<file path="src/ssap_map.svh">
// Constants of the stereo serial audio port: rates, word size, reset values.
// Assumes the core clock is the reference clock of the bit clock divider.
`ifndef SSAP_MAP_SVH
`define SSAP_MAP_SVH

// Reference clock rate feeding the fractional divider, in Hz
`define SSAP_REF_HZ 100000000
// Master frame rate, in Hz
`define SSAP_FS_HZ 48000
// Master bit clocks per frame, the two selectable lengths
`define SSAP_BITS_SHORT 32
`define SSAP_BITS_LONG 50
// Highest bit clock accepted from the far party in slave mode, in Hz
`define SSAP_SLAVE_MAX_HZ 3072000
// Bits in one channel word
`define SSAP_WORD_BITS 16
// Receive bit counter value meaning idle
`define SSAP_RX_IDLE 5'h10
// Reset level of bit clock and word select
`define SSAP_SCK_RST 1'b0
`define SSAP_WS_RST 1'b0

`endif

</file>
<file path="src/ssap_pkg.sv">
// Types shared by the stereo serial audio port.
// Assumes ssap_map.svh supplies the numeric constants.
`include "ssap_map.svh"

package ssap_pkg;
    typedef logic [`SSAP_WORD_BITS-1:0] ssap_word_t;
    typedef logic [27:0] ssap_acc_t;
    typedef enum logic [0:0] {
        SSAP_SLAVE = 1'b0,
        SSAP_MASTER = 1'b1
    } ssap_mode_e;
endpackage

</file>
<file path="src/ssap_top.sv">
// Stereo serial audio port core and the two-port top.
// Assumes clk is the reference clock; pins arrive asynchronous to it.
//
// Notes on behaviour
// - Two independent ports, each master or slave.
// - Master drives clock and select; slave receives.
// - Serial data output is always driven.
// - Each channel word is sixteen bits.
// - Left word MSB leads the frame.
// - MSB one bit clock after select change.
// - Left while select low, right while high.
// - Data changes only on falling clock edges.
// - Master frames 48 kHz, 32 or 50 bits.
// - Master bit clock from N over M divider.
// - Slave takes any clock up to 3.072 MHz.
`timescale 1ns/1ps
`default_nettype none
`include "ssap_map.svh"

////////////////////////////////////////////////////////////////////////////
module ssap_port
    import ssap_pkg::*;
(
    input wire logic clk, // Reference clock, 100 MHz
    input wire logic rst_n, // Synchronous reset, active low
    input wire ssap_mode_e mode, // Master or slave
    input wire logic frame_long, // Master frame of 50 bits when high
    input wire logic sck_i, // Bit clock pin level
    output logic sck_o, // Bit clock driven in master mode
    output logic sck_oe, // Bit clock drive enable
    input wire logic ws_i, // Word select pin level
    output logic ws_o, // Word select driven in master mode
    output logic ws_oe, // Word select drive enable
    output logic sdo, // Serial data out, always driven
    input wire logic sdi, // Serial data in pin
    input wire ssap_word_t tx_left, // Left word to send
    input wire ssap_word_t tx_right, // Right word to send
    output logic tx_taken, // Pulse: a tx word was loaded
    output ssap_word_t rx_left, // Last left word received
    output ssap_word_t rx_right, // Last right word received
    output logic rx_valid // Pulse: a rx word was stored
);
    localparam ssap_acc_t REF_M = 28'(`SSAP_REF_HZ);
    localparam ssap_acc_t INC_SHORT =
        28'(2 * `SSAP_FS_HZ * `SSAP_BITS_SHORT);
    localparam ssap_acc_t INC_LONG =
        28'(2 * `SSAP_FS_HZ * `SSAP_BITS_LONG);
    localparam int SLAVE_HALF_NS = 1000000000 / (2 * `SSAP_SLAVE_MAX_HZ);

    // Bit clocks in one channel half of a master frame
    function automatic logic [5:0] half_bits(input logic long_sel);
        half_bits = long_sel ? 6'(`SSAP_BITS_LONG / 2)
                             : 6'(`SSAP_BITS_SHORT / 2);
    endfunction

    logic [2:0] sck_s_q;
    logic [2:0] sck_s_d;
    logic [1:0] ws_s_q;
    logic [1:0] ws_s_d;
    logic [1:0] sdi_s_q;
    logic [1:0] sdi_s_d;
    ssap_acc_t acc_q;
    ssap_acc_t acc_d;
    ssap_acc_t acc_sum;
    logic sck_q;
    logic sck_d;
    logic ws_q;
    logic ws_d;
    logic [5:0] cnt_q;
    logic [5:0] cnt_d;
    logic wsr_q;
    logic wsr_d;
    logic wsf_q;
    logic wsf_d;
    ssap_word_t tx_sh_q;
    ssap_word_t tx_sh_d;
    logic sdo_q;
    logic sdo_d;
    logic tx_taken_q;
    logic tx_taken_d;
    ssap_word_t rx_sh_q;
    ssap_word_t rx_sh_d;
    logic [4:0] rx_cnt_q;
    logic [4:0] rx_cnt_d;
    logic rx_ch_q;
    logic rx_ch_d;
    ssap_word_t rx_l_q;
    ssap_word_t rx_l_d;
    ssap_word_t rx_r_q;
    ssap_word_t rx_r_d;
    logic rx_valid_q;
    logic rx_valid_d;
    logic tick;
    logic rise;
    logic fall;
    logic ws_line;
    logic sdi_line;
    ssap_word_t word;

    // Next-state logic of the whole port
    always_comb begin
        // Pin synchronisers; first stage feeds only the second
        sck_s_d = {sck_s_q[1:0], sck_i};
        ws_s_d = {ws_s_q[0], ws_i};
        sdi_s_d = {sdi_s_q[0], sdi};
        // Divider steps by N each clock and wraps at M
        acc_sum = acc_q + (frame_long ? INC_LONG : INC_SHORT);
        tick = 1'b0;
        acc_d = '0;
        sck_d = sck_q;
        if (mode == SSAP_MASTER) begin
            if (acc_sum >= REF_M) begin
                acc_d = acc_sum - REF_M;
                tick = 1'b1;
            end else begin
                acc_d = acc_sum;
            end
            if (tick) begin
                sck_d = ~sck_q;
            end
        end
        // Edge events from our own clock or the synchronised pin
        if (mode == SSAP_MASTER) begin
            rise = tick & ~sck_q;
            fall = tick & sck_q;
            ws_line = ws_q;
        end else begin
            rise = sck_s_q[1] & ~sck_s_q[2];
            fall = ~sck_s_q[1] & sck_s_q[2];
            ws_line = ws_s_q[1];
        end
        sdi_line = sdi_s_q[1];
        // Master select toggles on a falling edge each half frame
        ws_d = (mode == SSAP_MASTER) ? ws_q : `SSAP_WS_RST;
        cnt_d = (mode == SSAP_MASTER) ? cnt_q : 6'h00;
        if (mode == SSAP_MASTER && fall) begin
            if (cnt_q >= half_bits(frame_long) - 6'h01) begin
                cnt_d = 6'h00;
                ws_d = ~ws_q;
            end else begin
                cnt_d = cnt_q + 6'h01;
            end
        end
        // Select is sampled on rises, where it is settled
        wsr_d = rise ? ws_line : wsr_q;
        // Receive: shift on rises, publish after sixteen bits
        rx_sh_d = rx_sh_q;
        rx_cnt_d = rx_cnt_q;
        rx_ch_d = rx_ch_q;
        rx_l_d = rx_l_q;
        rx_r_d = rx_r_q;
        rx_valid_d = 1'b0;
        if (rise) begin
            if (rx_cnt_q < `SSAP_RX_IDLE) begin
                rx_sh_d = {rx_sh_q[14:0], sdi_line};
                rx_cnt_d = rx_cnt_q + 5'h01;
                if (rx_cnt_q == `SSAP_RX_IDLE - 5'h01) begin
                    rx_valid_d = 1'b1;
                    if (rx_ch_q) begin
                        rx_r_d = {rx_sh_q[14:0], sdi_line};
                    end else begin
                        rx_l_d = {rx_sh_q[14:0], sdi_line};
                    end
                end
            end
            // The LSB may share this rise with a select edge
            if (ws_line != wsr_q) begin
                rx_cnt_d = 5'h00;
                rx_ch_d = ws_line;
            end
        end
        // Transmit: every change is made on a falling edge
        wsf_d = wsf_q;
        tx_sh_d = tx_sh_q;
        sdo_d = sdo_q;
        tx_taken_d = 1'b0;
        word = wsr_q ? tx_right : tx_left;
        if (fall) begin
            wsf_d = wsr_q;
            if (wsr_q != wsf_q) begin
                // Edge seen one bit ago, so the MSB goes now
                sdo_d = word[15];
                tx_sh_d = {word[14:0], 1'b0};
                tx_taken_d = 1'b1;
            end else begin
                sdo_d = tx_sh_q[15];
                tx_sh_d = {tx_sh_q[14:0], 1'b0};
            end
        end
    end

    // State registers
    always_ff @(posedge clk) begin
        if (!rst_n) begin
            sck_s_q <= 3'h0;
            ws_s_q <= 2'h0;
            sdi_s_q <= 2'h0;
            acc_q <= '0;
            sck_q <= `SSAP_SCK_RST;
            ws_q <= `SSAP_WS_RST;
            cnt_q <= 6'h00;
            wsr_q <= `SSAP_WS_RST;
            wsf_q <= `SSAP_WS_RST;
            tx_sh_q <= 16'h0000;
            sdo_q <= 1'b0;
            tx_taken_q <= 1'b0;
            rx_sh_q <= 16'h0000;
            rx_cnt_q <= `SSAP_RX_IDLE;
            rx_ch_q <= 1'b0;
            rx_l_q <= 16'h0000;
            rx_r_q <= 16'h0000;
            rx_valid_q <= 1'b0;
        end else begin
            sck_s_q <= sck_s_d;
            ws_s_q <= ws_s_d;
            sdi_s_q <= sdi_s_d;
            acc_q <= acc_d;
            sck_q <= sck_d;
            ws_q <= ws_d;
            cnt_q <= cnt_d;
            wsr_q <= wsr_d;
            wsf_q <= wsf_d;
            tx_sh_q <= tx_sh_d;
            sdo_q <= sdo_d;
            tx_taken_q <= tx_taken_d;
            rx_sh_q <= rx_sh_d;
            rx_cnt_q <= rx_cnt_d;
            rx_ch_q <= rx_ch_d;
            rx_l_q <= rx_l_d;
            rx_r_q <= rx_r_d;
            rx_valid_q <= rx_valid_d;
        end
    end

    // Pin drive: clock and select only as master, data always
    assign sck_o = sck_q;
    assign sck_oe = (mode == SSAP_MASTER);
    assign ws_o = ws_q;
    assign ws_oe = (mode == SSAP_MASTER);
    assign sdo = sdo_q;
    assign tx_taken = tx_taken_q;
    assign rx_left = rx_l_q;
    assign rx_right = rx_r_q;
    assign rx_valid = rx_valid_q;
endmodule // ssap_port

////////////////////////////////////////////////////////////////////////////
module ssap_top
    import ssap_pkg::*;
(
    input wire logic clk, // Reference clock, 100 MHz
    input wire logic rst_n, // Synchronous reset, active low
    input wire logic [1:0] master, // Per port: high for master mode
    input wire logic [1:0] frame_long, // Per port: 50-bit master frame
    input wire logic [1:0] sck_i, // Bit clock pin levels
    output logic [1:0] sck_o, // Bit clock outputs
    output logic [1:0] sck_oe, // Bit clock drive enables
    input wire logic [1:0] ws_i, // Word select pin levels
    output logic [1:0] ws_o, // Word select outputs
    output logic [1:0] ws_oe, // Word select drive enables
    output logic [1:0] sdo, // Serial data outputs
    input wire logic [1:0] sdi, // Serial data inputs
    input wire logic [1:0][15:0] tx_left, // Left words to send
    input wire logic [1:0][15:0] tx_right, // Right words to send
    output logic [1:0] tx_taken, // Word loaded pulses
    output logic [1:0][15:0] rx_left, // Received left words
    output logic [1:0][15:0] rx_right, // Received right words
    output logic [1:0] rx_valid // Word received pulses
);
    // Two ports share nothing but clock and reset
    for (genvar i = 0; i < 2; i++) begin : g_port
        ssap_port u_port (
            .clk(clk),
            .rst_n(rst_n),
            .mode(ssap_mode_e'(master[i])),
            .frame_long(frame_long[i]),
            .sck_i(sck_i[i]),
            .sck_o(sck_o[i]),
            .sck_oe(sck_oe[i]),
            .ws_i(ws_i[i]),
            .ws_o(ws_o[i]),
            .ws_oe(ws_oe[i]),
            .sdo(sdo[i]),
            .sdi(sdi[i]),
            .tx_left(tx_left[i]),
            .tx_right(tx_right[i]),
            .tx_taken(tx_taken[i]),
            .rx_left(rx_left[i]),
            .rx_right(rx_right[i]),
            .rx_valid(rx_valid[i])
        );
    end
endmodule // ssap_top
`default_nettype wire

</file>
<file path="config.mk">
export PLATFORM = sky130hd
export DESIGN_NAME = ssap_top
export DESIGN_NICKNAME = d
export VERILOG_FILES = /design/src/ssap_pkg.sv /design/src/ssap_top.sv
export VERILOG_INCLUDE_DIRS = /design/src /design/src/src
export SDC_FILE = /design/constraint.sdc
export NUM_CORES = 1
export LEC_CHECK = 0
export ABC_AREA = 1
export BUFFER_PORTS_ARGS = -buffer_cell sky130_fd_sc_hd__buf_4
export CORE_ASPECT_RATIO = 1.4
export CORE_MARGIN = 2
export CORE_UTILIZATION = 59
export DETAILED_ROUTE_END_ITERATION = 8
export PLACE_DENSITY = 0.91
export SYNTH_ARGS = -nofsm -noshare
export SYNTH_HDL_FRONTEND = slang
export SYNTH_SLANG_ARGS = --single-unit
export TNS_END_PERCENT = 30
</file>
<file path="constraint.sdc">
create_clock -name clk -period 4.5 [get_ports clk]
set_input_delay 1.35 -clock clk [delete_from_list [all_inputs] [get_ports clk]]
set_output_delay 1.35 -clock clk [all_outputs]
set_load 0.05 [all_outputs]
</file>
After elaboration in Yosys (flattened, before gate mapping)
Index checks and enable logic that the tools add are counted. W data, S select, Z words.

Add/subtract/negate cells: 10. Magnitude comparators: 6. Eq/ne operators: 8. Multiplexer cells: 44. Bitwise gates (word level): 18. Reductions and logical operators: 22.

Operators by type and width (number): $mux W16 (4); $add A28 B28 Y28 (2); $ge A28 B27 Y1 const B (2); $mux W28 (2); $sub A28 B27 Y28 const B (2); $mux W23 (2); $mux W6 (6); $mux W1 (24); $reduce_and A2 Y1 (12); $mux W5 (4); $reduce_and A4 Y1 (4); $add A6 B1 Y6 const B (2); $ge A6 B6 Y1 (2); $sub A6 B1 Y6 const B (2); $add A5 B1 Y5 const B (2); $eq A5 B4 Y1 const B (2); $lt A5 B5 Y1 const B (2); $not A1 Y1 (10); $and A1 B1 Y1 (8); $mux W4 (2); $reduce_and A3 Y1 (2); $ne A1 B1 Y1 (4); $ne A2 B1 Y1 const B (2); $reduce_bool A2 Y1 (2); $logic_and A1 B1 Y1 (2).

Flip-flop bits (word level): 234. Input bits: 76. Word-level logic and storage cells: 144.

Depth between registers and ports, before layout
Gate-level depths: netlist of run 1.

Word-level depth: 10. Gate-level depth with buffers: 24.

Cells and area by module
A second synthesis of run 1 with hierarchy kept.

Cells, all modules: 1980. Area, all modules: 12784.8 um2.

By module, submodules not included: ssap_port (times used 2, cells each 990, area an instance 6392.4 um2, sequential area each 2162.1 um2).

Least setup slack after synthesis of run 1
OpenSTA, ideal clock, no wires.

Path kind: input to register. From: input port frame_long[1]. To: register g_port[1].u_port.rx_l_q[0]. Arrival time: 3674 ps. Slack: 713 ps. Stages on the path: 22. Path buffers: 2. Cells stage by stage: ha_1 -> fa_1 -> nand3_1 -> nand3_2 -> nand2_1 -> nand2_1 -> nand2_1 -> nand2_1 -> nand2_1 -> nand2_1 -> nor2_4 -> nand2_1 -> nor2_2 -> nand2_1 -> nand2_2 -> nand3_2 -> nand2_2 -> buf_6 -> nand3_4 -> buf_2 -> nor2_1 -> nor2_1.

Cells in the longest elaborated chain, start to end: 9.

RTL lines: start, declared (line ssap_top.sv:254) `input wire logic [1:0] frame_long,`; $mux W23 (line ssap_top.sv:107) `acc_sum = acc_q + (frame_long ? INC_LONG : INC_SHORT);`; $add A28 B28 Y28 (line ssap_top.sv:107); $ge A28 B27 Y1 (line ssap_top.sv:112) `if (acc_sum >= REF_M) begin`; $mux W1 (line ssap_top.sv:112); $mux W1 (2 in series) (line ssap_top.sv:111) `if (mode == SSAP_MASTER) begin`; $and A1 B1 Y1 (line ssap_top.sv:124) `rise = tick & ~sck_q;`; $mux W1 (line ssap_top.sv:123) `if (mode == SSAP_MASTER) begin`; $reduce_and A4 Y1 (no source line); end signal, assigned (line ssap_top.sv:229) `rx_l_q <= rx_l_d;`; end, declared (line ssap_top.sv:87) `ssap_word_t rx_l_q;`.

No other way between the ends. The select of a mux whose other input is x is not followed. A chain may end at the register's enable or synchronous reset.

Worst setup path in the final report of run 1
From: input port frame_long[1]. To: register g_port[1].u_port.rx_r_q[0].

Cells in the longest elaborated chain, start to end: 9.

RTL lines: $mux W23 (line ssap_top.sv:107); $add A28 B28 Y28 (line ssap_top.sv:107); $ge A28 B27 Y1 (line ssap_top.sv:112); $mux W1 (line ssap_top.sv:112); $mux W1 (2 in series) (line ssap_top.sv:111); $and A1 B1 Y1 (line ssap_top.sv:124); $mux W1 (line ssap_top.sv:123); $reduce_and A4 Y1 (no source line); end signal, assigned (line ssap_top.sv:230) `rx_r_q <= rx_r_d;`; end, declared (line ssap_top.sv:89) `ssap_word_t rx_r_q;`.

No other way between the ends. The select of a mux whose other input is x is not followed.

==> results of run 1 <==
through the flow:
step                      instance area, um^2  power [mW]  hold WS (ns)  instances
final                                   13700        4.42         0.402       2155
after global routing                    13700        4.59         0.438       2155
after CTS                               13700        4.43         0.409       2155
after detailed placement                13000        2.57         0.401       2119
after global placement                  13000        2.55         0.394       2119
after floorplan                         11800        2.40         0.390       1772
worst reg2reg max path, delay by kind of cell, from the launching register on:
kind | cells | cell delay [ns]
and+or+nand+nor | 18 | 1.97
DFF | 1 | 0.30
buffers and inverters | 1 | 0.30
adders and majority gates | 2 | 0.67
layout by cell type (no fill, tap or decap), drive strengths merged, types with 4 or more instances in the layout:
master    n
nand3   106
o21ai   155
bufinv    4
buf     165
clkbuf   26
inv     198
xor2     14
dfxtp   216
a21oi    93
nand2   441
nor3     24
mux2i    30
ha       40
nand3b   12
nor2    333
nand4    15
nor3b     6
flip-flops by register name (all words and copies together) (netlist names), 4 cells and up:
| name | flops |
|---|---|
| g_port.u_port.acc_q | 40 |
| g_port.u_port.rx_left | 32 |
| g_port.u_port.rx_right | 32 |
| g_port.u_port.rx_sh_q | 30 |
| g_port.u_port.tx_sh_q | 30 |
| g_port.u_port.cnt_q | 12 |
| g_port.u_port.rx_cnt_q | 10 |
| g_port.u_port.sck_s_q | 6 |
| g_port.u_port.sdi_s_q | 4 |
| g_port.u_port.ws_s_q | 4 |
kinds of logic (layout without fill, tap and decap cells):
group	Yosys count	count (layout)	share of synthesized area
multiplexers	30	30	0.0254
adder cells (fa/ha/maj)	42	42	0.0457
AND/OR/NAND/NOR	942	942	0.340
AO/OA/AOI/OAI	258	258	0.113
flip-flops	216	216	0.366
XOR/XNOR	17	17	0.0139
buffers and inverters	267	398	0.0965
final cells by class:
class                      count  area share
tap                          252      0.0230
inverter                     197      0.0541
clock buffer                  26      0.0419
multi-input combinational   1289       0.463
sequential                   216       0.315
clock inverter                10      0.0119
timing repair buffer         165      0.0904
power groups by stage:
stage | Sequential [mW] | Combinational (mW) | Clock, mW
final | 1.96 | 0.575 | 1.88
after global routing | 1.96 | 0.646 | 1.98
after global placement | 2.00 | 0.545 | 0
after floorplan | 2.00 | 0.408 | 0
after CTS | 1.96 | 0.566 | 1.90
after detailed placement | 2.00 | 0.561 | 0
metal layers:
metal | routed length (um) | vias up
met4 | 1170 | 0
met5 | 0 | -
met3 | 1340 | 102
met1 | 11500 | 5308
li1 | - | 5867
met2 | 15000 | 366
worst max path at each step:
stage                        startpoint                       endpoint  slack, ns
after floorplan           frame_long[1]    g_port[1].u_port.rx_left[0]       0.71
after global placement    frame_long[1]  g_port[1].u_port.rx_right[12]       0.12
after detailed placement  frame_long[1]  g_port[1].u_port.rx_right[14]       0.03
after CTS                 frame_long[1]   g_port[1].u_port.rx_right[0]       0.54
after global routing      frame_long[1]   g_port[1].u_port.rx_right[6]       0.18
final                     frame_long[1]   g_port[1].u_port.rx_right[0]       0.47
==> metrics, run 1 <==
Switching Share 0.257; Worst path depth 22; Largest delay share family, worst path simple AND/OR/NAND/NOR gates; Antenna Nets Post-Route 0; H-tree lvl count 1; pre-CTS setup slack 0.0320 ns; CP dominant cell by count nand2_1; Slew Limit Fails 0; post-detailed-routing wire length 29000 um; hold depth 2; die area 21200 um^2; CP required 4.94 ns; I/O pins 154; slowest stage delay, CP 0.44 ns; FF-to-FF path depth 21; core area 19800 um^2; synth top area cells dfxtp_1 (37%), nand2_1 (13%), nor2_1 (10%); aggregate global routing overflow 0; cell with the most instances after synthesis nand2_1; Initial Util 0.598; routing usage on met3 0.0361; Register Area 4320 um^2; final hold violations 0; layout net count 2008; Comb pwr share 0.130; vias in the first global route 10800; initial antenna violation count 0; Fill cells 1581; run status completed; Worst setup SP type input pin; asr flop ratio synth 0; Setup Fix Bufs, Post-CTS 0; top post-synthesis cells by count nand2_1 (421), nor2_1 (319), dfxtp_1 (216); Antenna Cells 0; Mapped Cells 1772; GPL Wtd Cong 0.922; area occupied by multi-input gates 6350 um^2; global routing's busiest layer met2; GR Util met2 0.494; Synth Register Bits 216; Buf/Inv on CP 2; HP Start g_port[0].u_port.sck_s_q[0]; Clock power frac 0.426; CP Max Fanout 17; RSZ-0062 raised after global routing false; # clock sinks 216; area growth from synthesis to layout 16.0%; via/cell ratio 5.40; Seq/Total Area, Yosys 0.366; mapped cell area 11800 um^2; DPL Wire Length 21000 um; Leak 6.60 nW; DR WL/cell 13.5 um; final worst-path cycle share 0.896; worst-margin pin slew 1.21 ns; GRT Total Usage 0.271; sequential power share 0.444; EDFF count, synth 0; die span in x 124 um; crit end category flip-flop; Residual DRC 0; grt met1 use 0.311; worst-skew pair later-pin latency 0.51 ns; Core Rows 61; fin util 0.693; share of cells above drive strength 1 0.148; Initial DRC Count 861; total CTS buffers 21; Slew HR 0.193; f_max 248 MHz; reg2reg setup slack 1.22 ns; top_reg_cell synth dfxtp_1; synth unique cells 44; Hold Path End g_port[0].u_port.sck_s_q[1]; crit path cell chain buf_4, ha_1, fa_1, nand3_1, nand3_2, nand2_1, nand2_1, nand2_1, nand2_1, nand2_1, nand2_1, nor2_1, nand3_1, nor2_2, nand2_1, nand2_2, nand3_2, nand2_2, nand2_2, inv_2, nor2_1, nor2_1; clock skew 0.0174 ns; Synth Net Count 1890; root buf cell clkbuf_16; Final setup viols 0; CP max-delay cell fa_1; setup TNS 0 ns; r2r endpoint g_port[1].u_port.rx_right[0]; Worst R2R Start g_port[1].u_port.acc_q[9]; Max-Cap Viols 0; Die Ht 171 um; first-pass GRT wire length 47800 um; largest net degree at the start of global routing 69; Warnings, synthesis 0; post_cts resized 0; Via Count 11600; pwr/cell area 322 nW/um^2; area leader, netlist dfxtp_1; fin crit period 4.03 ns; type of the worst setup path in -> reg; critical path arrival 4.47 ns; Clock Tree Buf Depth 3; CTS tree built; Internal Pwr Total 3.28 mW; top-area cell type share of the netlist area 0.366; Hold WC Path Type reg -> reg; peak supply drop 0.000460 V; DR pass1 iterations 8; port bufs 153; syn_area_per_cell 6.67 um^2; PnR worst setup slack 0.469 ns; Clock Pin Slew Worst Setup and Hold Paths 0.06 ns; CTS Hold Bufs 0; Sw Pwr 1.14 mW
(Power assumes the default switching activity.)
==> run 2, diff against run 1 <==
--- a/config.mk
+++ b/config.mk
@@ -16,4 +16,4 @@
 export SYNTH_ARGS = -nofsm -noshare
 export SYNTH_HDL_FRONTEND = slang
 export SYNTH_SLANG_ARGS = --single-unit
-export TNS_END_PERCENT = 30
+export TNS_END_PERCENT = 10
==> constraint.sdc (replaced) <==
create_clock -name clk -period 4.5 [get_ports clk]
set_input_delay 0 -clock clk [delete_from_list [all_inputs] [get_ports clk]]
set_output_delay 0 -clock clk [all_outputs]
set_load 0.05 [all_outputs]
==> run 2 against run 1 <==
  * Global-route usage increased by 4.1 points
  * First-iteration DRC count increased by 31%
  * Clock skew is 0.0021 ns lower
  * Die area stayed put
  * Hold slack lost 0.39 ns
  * Power grew 0.67%
  * Flip-flop and latch count stayed put
  * Non-clock buffer count is 63 higher
  * Critical endpoint is now g_port[1].u_port.rx_right[1]
  * Largest cell class unchanged
==> metrics, run 2 (synthesis gave the netlist of run 1 again) <==
Die Ht 171 um; reg2reg setup slack 0.75 ns; Comb pwr share 0.142; placed cell count 2108; Internal Pwr Total 3.28 mW; pwr/cell area 310 nW/um^2; final worst-path cycle share 0.834; area growth from synthesis to layout 21.6%; Leak 6.85 nW; CTS tree built; root buf cell clkbuf_16; H-tree lvl count 1; GPL Wtd Cong 0.994; I/O pins 154; Worst Setup EP g_port[1].u_port.rx_right[1]; Register Area 4320 um^2; Setup Fix Bufs, Post-CTS 0; via/cell ratio 5.59; aggregate global routing overflow 0; die area 21200 um^2; DR WL/cell 15.1 um; final hold violations 0; Max-Cap Viols 0; f_max 266 MHz; RSZ-0062 raised after global routing false; share of cells above drive strength 1 0.138; initial antenna violation count 3; clock skew 0.0153 ns; vias in the first global route 12000; Sw Pwr 1.17 mW; total CTS buffers 21; fin crit period 3.75 ns; Initial DRC Count 1129; Worst R2R Start g_port[1].u_port.acc_q[9]; worst-margin pin slew 1.18 ns; crit end category flip-flop; GRT Total Usage 0.312; area occupied by multi-input gates 6350 um^2; commonest non-fill, non-tap cell in the layout nand2_1; Slew HR 0.214; # clock sinks 216; worst-skew pair later-pin latency 0.50 ns; DPL Wire Length 20400 um; Clock Pin Slew Worst Setup and Hold Paths 0.07 ns; run status completed; Via Count 12400; critical path arrival 4.18 ns; Core Rows 61; Critical path origin g_port[1].u_port.acc_q[9]; flip-flop count of the largest register after layout 40; Clock power frac 0.417; layout net count 2071; commonest cells after routing, fill and taps aside nand2_1 (421), nor2_1 (319), dfxtp_1 (216), inv_1 (173), buf_4 (154); FF-to-FF path depth 21; r2r endpoint g_port[1].u_port.rx_right[1]; first-pass GRT wire length 54000 um; type of the worst setup path reg -> reg; largest net degree at the start of global routing 132; Fill cells 1387; register with the most flip-flops g_port.u_port.acc_q; sequential power share 0.441; Antenna Nets Post-Route 0; Slew Limit Fails 0; Final setup viols 0; setup TNS 0 ns; Hold WC Path Type in -> reg; Final Hold Slack 0.00918 ns; Worst setup SP type flip-flop; CP required 4.92 ns; Non-Filler Instances 2222; Residual DRC 0; core area 19800 um^2; Clock Tree Buf Depth 3; Power Total 4.45 mW; port bufs 153; post_cts resized 0; Initial Util 0.598; Switching Share 0.263; post-detailed-routing wire length 33600 um; CP Max Fanout 21; peak supply drop 0.000251 V; DR pass1 iterations 6; die span in x 124 um
run 2: cell types whose count changed in the layout (fill, tap and decap cells not counted), sizes merged:
cell         delta
dlygate4sd3    +74
buf            -11
diode           +3
bufinv          -1
clkbuf          +1
clkinvlp        +1
run 2: worst max-delay path, cell delays in order, from the launching register on:
cell     delay [ns]
dfxtp_1        0.30
ha_1           0.23
fa_1           0.44
nand3_1        0.11
nand3_2        0.10
nand2_1        0.10
nand2_1        0.11
nand2_1        0.10
nand2_1        0.05
nand2_1        0.05
nand2_1        0.13
nor2_4         0.15
nand2_1        0.08
nor2_2         0.12
nand2_1        0.07
nand2_2        0.31
nand3_2        0.16
nand2_2        0.27
nand2_2        0.26
inv_2          0.31
nor2_1         0.09
nor2_1         0.13
run 2: power groups by stage:
stage	logic, mW	clock network (mW)	registers, mW
3_5_place_dp	0.553	0	2.00
5_1_grt	0.700	1.94	1.96
4_1_cts	0.605	1.85	1.96
6_report	0.632	1.85	1.96
2_1_floorplan	0.408	0	2.00
3_3_place_gp	0.535	0	2.00
run 2: timing repair:
action / CTS / global route
endpoints found under the hold margin: 49 / 1
hold buffers: 73 / 1
endpoints found under the setup margin: 0 / 0
run 2: layout make-up:
cell class	count	share of cell area
Multi-Input combinational cell	1289	0.442
Sequential cell	216	0.301
Timing Repair Buffer	228	0.132
Inverter	197	0.0517
Clock buffer	27	0.0409
Tap cell	252	0.0220
Clock inverter	10	0.00950
Antenna cell	3	0.000523
run 2: worst min-delay path by stage:
stage          cells after the start          from  slack [ns]                      endpoint
4_1_cts                            5  tx_right[14]       0.001  g_port[0].u_port.tx_sh_q[15]
2_1_floorplan                      2      sck_i[0]         0.1   g_port[0].u_port.sck_s_q[0]
3_3_place_gp                       3       ws_i[0]        0.19    g_port[0].u_port.ws_s_q[0]
6_report                           5  tx_right[15]       0.009          g_port[0].u_port.sdo
5_1_grt                            5  tx_right[15]       0.004          g_port[0].u_port.sdo
3_5_place_dp                       3       ws_i[1]        0.19    g_port[1].u_port.ws_s_q[0]
run 2: metal layers:
layer,vias to the layer above,global-route usage,part of all wire
met1,5664,0.332,0.36
li1,6004,-,-
met4,0,0.180,0.059
met2,578,0.575,0.52
met3,170,0.0448,0.061
met5,-,0,0
run 2: stage by stage:
stage / utilization / setup slack [ns] / cell area, um^2
detailed placement: 0.652 / 0.849 / 12900
CTS: 0.726 / 0.787 / 14300
global placement: 0.652 / 0.942 / 12900
global route: 0.727 / 0.384 / 14400
finish: 0.727 / 0.746 / 14400
floorplan: - / 1.79 / 11800
